<file path="config.mk">
export PLATFORM = sky130hd
export DESIGN_NAME = rtr_remap
export DESIGN_NICKNAME = d
export VERILOG_FILES = /design/src/design/rtr_pkg.sv /design/src/design/rtr_tbl_if.sv /design/src/design/rtr_table.sv /design/src/design/rtr_remap.sv
export VERILOG_INCLUDE_DIRS = /design/src /design/src/design
export SDC_FILE = /design/constraint.sdc
export NUM_CORES = 1
export LEC_CHECK = 0
export BUFFER_PORTS_ARGS = -buffer_cell sky130_fd_sc_hd__buf_4
export CAP_MARGIN = 20
export CORE_ASPECT_RATIO = 1.25
export CORE_MARGIN = 1
export CORE_UTILIZATION = 45
export CTS_BUF_LIST = sky130_fd_sc_hd__clkbuf_2
export DETAILED_ROUTE_END_ITERATION = 6
export PLACE_DENSITY = 0.72
export SLEW_MARGIN = 25
export SYNTH_ARGS = -nofsm -noshare
export SYNTH_HDL_FRONTEND = slang
export SYNTH_SLANG_ARGS = --single-unit
</file>
<file path="constraint.sdc">
create_clock -name clock -period 3.81 [get_ports clock]
set_clock_uncertainty 0.2 [all_clocks]
set_input_delay 0.762 -clock clock [delete_from_list [all_inputs] [get_ports clock]]
set_output_delay 0.762 -clock clock [all_outputs]
set_load 0.01 [all_outputs]
</file>
<file path="src/design/rtr_defines.svh">
/*
 * Offsets, field positions, reset values and widths of the remote target address
 * remap table slice.
 * Assumes inclusion by bare name from any design or bench file.
 */
`ifndef RTR_DEFINES_SVH
`define RTR_DEFINES_SVH

`define RTR_PORT_SEL_OFFSET 8'h4c
`define RTR_ENTRY0_OFFSET 8'h5d
`define RTR_ENTRY1_OFFSET 8'h5e
`define RTR_ENTRY2_OFFSET 8'h5f
`define RTR_ENTRY3_OFFSET 8'h60
`define RTR_ENTRY4_OFFSET 8'h61
`define RTR_ADDR_MSB 7
`define RTR_ADDR_LSB 1
`define RTR_RSVD_BIT 0
`define RTR_ADDR_RESET 7'h00
`define RTR_NUM_PORTS 4
`define RTR_NUM_ENTRIES 5

`endif

</file>
<file path="src/design/rtr_pkg.sv">
/*
 * Types shared by the remap table slice.
 * Assumes rtr_defines.svh is available on the include path.
 */
`include "rtr_defines.svh"

package rtr_pkg;
   typedef logic [6:0] rtr_addr_t;
   typedef logic [7:0] rtr_byte_t;
   typedef logic [1:0] rtr_port_t;
   typedef logic [2:0] rtr_entry_t;
endpackage

</file>
<file path="src/design/rtr_tbl_if.sv">
/*
 * Write/read carrier between the register decoder and the per-port table.
 * Assumes a single clock domain shared by both ends.
 */
`timescale 1ns/10ps

interface rtr_tbl_if;
   logic wr_en;
   rtr_pkg::rtr_port_t wr_port;
   rtr_pkg::rtr_entry_t wr_entry;
   rtr_pkg::rtr_addr_t wr_addr;
   rtr_pkg::rtr_port_t rd_port;
   rtr_pkg::rtr_entry_t rd_entry;
   rtr_pkg::rtr_addr_t rd_addr;
   rtr_pkg::rtr_port_t map_port;
   rtr_pkg::rtr_entry_t map_entry;
   rtr_pkg::rtr_addr_t map_addr;

   modport ctrl (output wr_en, output wr_port, output wr_entry, output wr_addr,
                 output rd_port, output rd_entry, input rd_addr,
                 output map_port, output map_entry, input map_addr);
   modport table_end (input wr_en, input wr_port, input wr_entry, input wr_addr,
                      input rd_port, input rd_entry, output rd_addr,
                      input map_port, input map_entry, output map_addr);
endinterface

</file>
<file path="src/design/rtr_table.sv">
/*
 * Storage of physical target addresses, one copy per receive port and entry.
 * Assumes writes arrive as single-cycle strobes on the interface.
 */
`timescale 1ns/10ps
`include "rtr_defines.svh"

module rtr_table (
   // Clock and reset.
   input wire logic clock,
   input wire logic rst_n,
   // Table access.
   rtr_tbl_if.table_end tbl
);

   rtr_pkg::rtr_addr_t mem_q [`RTR_NUM_PORTS][`RTR_NUM_ENTRIES];
   rtr_pkg::rtr_addr_t mem_d [`RTR_NUM_PORTS][`RTR_NUM_ENTRIES];

   // -------------------------------------------------------------------
   // Per-port copies of each entry.
   // -------------------------------------------------------------------
   genvar p;
   genvar e;
   generate
      for (p = 0; p < `RTR_NUM_PORTS; p++) begin : g_port
         for (e = 0; e < `RTR_NUM_ENTRIES; e++) begin : g_ent
            always_comb begin
               mem_d[p][e] = mem_q[p][e];
               if (tbl.wr_en && tbl.wr_port == 2'(p) && tbl.wr_entry == 3'(e)) begin
                  mem_d[p][e] = tbl.wr_addr;
               end
            end
            always_ff @(posedge clock or negedge rst_n) begin
               if (!rst_n) begin
                  mem_q[p][e] <= `RTR_ADDR_RESET;
               end else begin
                  mem_q[p][e] <= mem_d[p][e];
               end
            end
         end
      end
   endgenerate

   assign tbl.rd_addr = mem_q[tbl.rd_port][tbl.rd_entry];
   assign tbl.map_addr = mem_q[tbl.map_port][tbl.map_entry];

endmodule // rtr_table

</file>
<file path="src/design/rtr_remap.sv">
/*
 * Remote target address remap slice: register decode for entries 0 to 4 of the
 * per-port table, and address substitution on alias match.
 * Assumes the register access port and the alias matcher run on clock.
 */
`timescale 1ns/10ps
`include "rtr_defines.svh"

// Overview of operation
// - Per-port copies, selected by port select register for register access and by fwd_port for forwarding.
// - Entry 2 address at 0x5F, bits 7:1.
// - Alias 2 hit forwards stored entry-2 address.
// - Entry 3 address at 0x60, bits 7:1.
// - Alias 3 hit forwards stored entry-3 address.
// - Entry 4 register at offset 0x61.
// - Entries 0 and 1 at 0x5D, 0x5E.

module rtr_remap (
   // Clock and reset.
   input wire logic clock,
   input wire logic rst_n,
   // Register access port.
   input wire logic reg_wr,
   input wire logic reg_rd,
   input wire rtr_pkg::rtr_byte_t reg_offset,
   input wire rtr_pkg::rtr_byte_t reg_wdata,
   output logic [7:0] reg_rdata,
   output logic reg_hit,
   // Port select register value.
   input wire rtr_pkg::rtr_port_t port_sel,
   // Forwarding path.
   input wire logic fwd_valid,
   input wire rtr_pkg::rtr_port_t fwd_port,
   input wire logic alias_hit,
   input wire rtr_pkg::rtr_entry_t alias_index,
   input wire rtr_pkg::rtr_addr_t fwd_addr_in,
   output logic fwd_out_valid,
   output logic [6:0] fwd_addr_out
);

   rtr_tbl_if tbl ();
   logic dec_hit;
   rtr_pkg::rtr_entry_t dec_entry;
   logic [7:0] rdata_d;
   logic [7:0] rdata_q;
   logic hit_d;
   logic hit_q;
   logic [6:0] fwd_d;
   logic [6:0] fwd_q;
   logic fv_d;
   logic fv_q;

   // -------------------------------------------------------------------
   // Per-port table storage.
   // -------------------------------------------------------------------
   rtr_table u_table (
      .clock(clock),
      .rst_n(rst_n),
      .tbl(tbl)
   );

   // -------------------------------------------------------------------
   // Offset decode.
   // -------------------------------------------------------------------
   always_comb begin
      dec_hit = 1'b1;
      dec_entry = 3'h0;
      unique case (reg_offset)
         `RTR_ENTRY0_OFFSET: dec_entry = 3'h0;
         `RTR_ENTRY1_OFFSET: dec_entry = 3'h1;
         `RTR_ENTRY2_OFFSET: dec_entry = 3'h2;
         `RTR_ENTRY3_OFFSET: dec_entry = 3'h3;
         `RTR_ENTRY4_OFFSET: dec_entry = 3'h4;
         default: dec_hit = 1'b0;
      endcase
   end

   assign tbl.wr_en = reg_wr && dec_hit;
   assign tbl.wr_port = port_sel;
   assign tbl.wr_entry = dec_entry;
   assign tbl.wr_addr = reg_wdata[`RTR_ADDR_MSB:`RTR_ADDR_LSB];
   assign tbl.rd_port = port_sel;
   assign tbl.rd_entry = dec_entry;
   assign tbl.map_port = fwd_port;
   assign tbl.map_entry = alias_index;

   // -------------------------------------------------------------------
   // Read data register.
   // -------------------------------------------------------------------
   always_comb begin
      rdata_d = rdata_q;
      hit_d = 1'b0;
      if (reg_rd) begin
         hit_d = dec_hit;
         rdata_d = dec_hit ? {tbl.rd_addr, 1'b0} : 8'h00;
      end
   end

   always_ff @(posedge clock or negedge rst_n) begin
      if (!rst_n) begin
         rdata_q <= 8'h00;
         hit_q <= 1'b0;
      end else begin
         rdata_q <= rdata_d;
         hit_q <= hit_d;
      end
   end

   // -------------------------------------------------------------------
   // Forwarded address register.
   // -------------------------------------------------------------------
   always_comb begin
      fv_d = fwd_valid;
      fwd_d = fwd_q;
      if (fwd_valid) begin
         if (alias_hit) begin
            fwd_d = tbl.map_addr;
         end else begin
            fwd_d = fwd_addr_in;
         end
      end
   end

   always_ff @(posedge clock or negedge rst_n) begin
      if (!rst_n) begin
         fwd_q <= 7'h00;
         fv_q <= 1'b0;
      end else begin
         fwd_q <= fwd_d;
         fv_q <= fv_d;
      end
   end

   // -------------------------------------------------------------------
   // Output drive.
   // -------------------------------------------------------------------
   assign reg_rdata = rdata_q;
   assign reg_hit = hit_q;
   assign fwd_addr_out = fwd_q;
   assign fwd_out_valid = fv_q;

endmodule // rtr_remap

</file>
==> metrics.md <==
| Metric | Value |
|---|---|
| Nets | `683` |
| Number of gates resized after CTS | `0` |
| Critical Path RT | `4.23 ns` |
| #FFs+latches synth | `156` |
| Min Hold Slack | `0.163 ns` |
| 1st-pass router iterations | `7` |
| Hold path cells | `2` |
| Setup TNS | `0 ns` |
| Unrepaired setup endpoints after global routing | `false` |
| DR vias/cell | `6.17` |
| Final HPWL DP | `14.2 mm` |
| FP Rows | `55` |
| Synth-to-layout area growth | `10.6%` |
| Worst hold path startpoint | `reg_rd` |
| Reg-to-Reg Start | `u_table.mem_q[27]` |
| Via count | `5,477` |
| Sink of the worst hold path | `reg_hit` |
| Die area | `19,000 um^2` |
| Reg2Reg Depth | `4` |
| Root Buffer | `clkbuf_2` |
| Synth Flop Type | `dfrtp_1` |
| Placer Congestion | `0.894` |
| Post-Place Cells | `854` |
| Pre-CTS setup slack | `0.679 ns` |
| Clock Latency Late Sink | `0.72 ns` |
| Number of global-route vias before repair | `5,717` |
| Initial Util | `45.8%` |
| CTS tree | `built` |
| Proportion of netlist area held by the largest area contributor | `47.1%` |
| Ys Warns | `0` |
| Post-synthesis async set-or-reset flop share | `100%` |
| Final Cycle Share | `63.8%` |
| Finished Cell Area | `9180 um^2` |
| Die H | `154 um` |
| Worst path max stage delay | `0.61 ns` |
| Initial antenna violation count | `1` |
| Final WL | `20.8 mm` |
| Clock Sinks | `156` |
| Worst EP arrival | `2.85 ns` |
| Register area share after synthesis | `47.1%` |
| Distinct cell type count after synthesis | `43` |
| R2R setup slack | `1.83 ns` |
| Mapped Area | `8300 um^2` |
| Final Total Pwr | `3.05 mW` |
| DR WL/cell | `23.5 um` |
| Achievable frequency | `411 MHz` |
| Worst Hold Class | `input pin to register` |
| Yosys top cell by area | `dfrtp_1` |
| Final hold vios | `0` |
| Final Critical Period | `2.43 ns` |
| Die X | `123 um` |
| Worst setup EP type | `register` |
| H-Tree Depth | `4` |
| CP Buf/Inv Count | `1` |
| Setup Viol. Count Final | `0` |
| MaxCap Viol Count | `0` |
| Area after DPL | `8870 um^2` |
| Finished Layout Cells | `888` |
| Setup WS post-layout | `1.38 ns` |
| Gr usage total | `23.4%` |
| Crit Reg-Reg Endpoint | `reg_rdata[7]` |
| Core area | `18,100 um^2` |
| Crit start category | `input pin` |
| Peak VDD IR | `0.182 mV` |
| Share of cells above drive strength 1 | `46.4%` |
| Drc violations | `0` |
| Antenna Violating Nets Remaining | `0` |
| Mean Syn Cell Area | `13.6 um^2` |
| Outcome | `completed` |
| Max_slew headroom | `41.1%` |
| I/O Pins | `53` |
| Largest net degree at the start of global routing | `97` |
| Clock Pin Slew Worst Setup and Hold Paths | `0.22 ns` |
| Number of DRC markers in iteration 0 | `456` |
| CTS max path bufs | `2` |
| Gr ovfl total | `0` |
| Final core utilization | `50.7%` |
| Top post-synthesis cells by area | `dfrtp_1 (47%), mux2_2 (20%), mux4_2 (15%)` |
| Slew @ Worst Pin | `0.884 ns` |
| First-pass GRT wire length | `32.7 mm` |
| Synth Instances | `611` |
| Worst path slowest cell | `nor4b_2` |
| Cell chain of the critical path | `buf_4, or4b_4, nor4b_2, nand2b_1, mux2_2` |
| Port bufs | `50` |
| Post-synth EDFFs | `0` |
| Final-report max-slew violation count | `0` |
| Critical Path Fanout Max | `7` |
| Top delay family on crit path | `simple AND/OR/NAND/NOR gates` |
| Critical path class | `input pin to register` |
| Synth Net Count | `647` |
| PwrDens | `333 nW/um^2` |
| Leak | `4.28 nW` |
| Num CTS Buffers | `17` |
-- logic make-up (layout without fill, tap and decap cells) --
logic type             after synthesis  in the layout  synth area share, %
buffers and inverters               49             97                 2.49
AO/OA/AOI/OAI                       51             51                 3.95
other                                1              2               0.0452
flip-flops                         156            156                 47.1
multiplexers                       238            238                 39.4
AND/OR/NAND/NOR                    116            116                 7.09
-- area by class of cell --
type / count / area, um^2
fillers: 1546 / 8920
multi-input cells: 406 / 4190
flip-flops and latches: 156 / 3900
repair buffers: 65 / 509
well taps: 228 / 285
clock inverters: 13 / 189
clock buffers: 18 / 90.1
inverters: 1 / 3.75
diodes: 1 / 2.50
-- Yosys cell counts (2+ instances only) --
library cell / count
a2111oi_0: 2
mux2i_1: 35
nor3_1: 7
a211o_1: 4
nor2b_1: 10
o21ai_0: 13
nand3_1: 4
clkbuf_1: 33
mux2_2: 147
dfrtp_1: 156
a311o_1: 2
a22oi_1: 7
nand2_2: 4
a31oi_1: 11
buf_4: 2
nand2_1: 33
nor3b_1: 2
nand3b_1: 2
mux4_2: 56
nand2b_1: 3
nand4_1: 7
buf_2: 12
nor2_1: 32
a21oi_1: 8
-- layer usage --
metal	wire length, um	global-route usage [%]	vias up	share of wire [%]
li1	-	-	2370	-
met1	8500	30.6	2846	41
met2	10300	38.0	213	50
met3	1150	3.67	48	5.5
met4	847	11.0	0	4.1
met5	0	0	-	0
-- report_power, final --
part | total, mW | internal [mW] | switching, mW
Combinational | 0.302 | 0.123 | 0.179
Sequential | 1.71 | 1.69 | 0.0209
Clock | 1.04 | 0.436 | 0.602
-- worst max-delay path by stage --
stage / from / endpoint / slack (ns) / cells after the start
finish: reg_offset[3] / u_table.mem_q[6] / 1.38 / 5
global route: reg_offset[3] / u_table.mem_q[6] / 1.35 / 5
CTS: reg_offset[3] / u_table.mem_q[6] / 1.44 / 5
detailed placement: reg_offset[3] / u_table.mem_q[5] / 0.68 / 5
global placement: reg_offset[3] / u_table.mem_q[4] / 0.67 / 5
floorplan: port_sel[0] / u_table.mem_q[119] / 1.02 / 6
-- cell usage in the layout, fill, tap and decap left out, types with 7 or more instances in the layout --
| cell | n |
|---|---|
| a21oi_1 | 8 |
| a22oi_1 | 7 |
| a31oi_1 | 11 |
| buf_4 | 61 |
| clkbuf_2 | 18 |
| dfrtp_1 | 156 |
| mux2_2 | 147 |
| mux2i_1 | 35 |
| mux4_2 | 56 |
| nand2_1 | 33 |
| nand4_1 | 7 |
| nor2_1 | 32 |
| nor2b_1 | 10 |
| nor3_1 | 7 |
| o21ai_0 | 13 |
-- registers in the layout, indices dropped and copies added, names as in the netlist --
| signal | cells |
|---|---|
| reg_hit | 1 |
| reg_rdata | 7 |
| fwd_out_valid | 1 |
| fwd_addr_out | 7 |
| u_table.mem_q | 140 |
-- timing repair --
item / 4_1_cts / 5_1_grt
buffers inserted: 0 / 0
hold endpoints to repair: 96 / 0
hold buffers: 2 / 0
-- worst register-to-register path, stage by stage, from the launching register on --
cell and delay, ns:
dfrtp_1 0.44, mux4_2 0.52, mux2i_1 0.26, a2111oi_0 0.19, a311o_1 0.29
(Power assumes the default switching activity.)
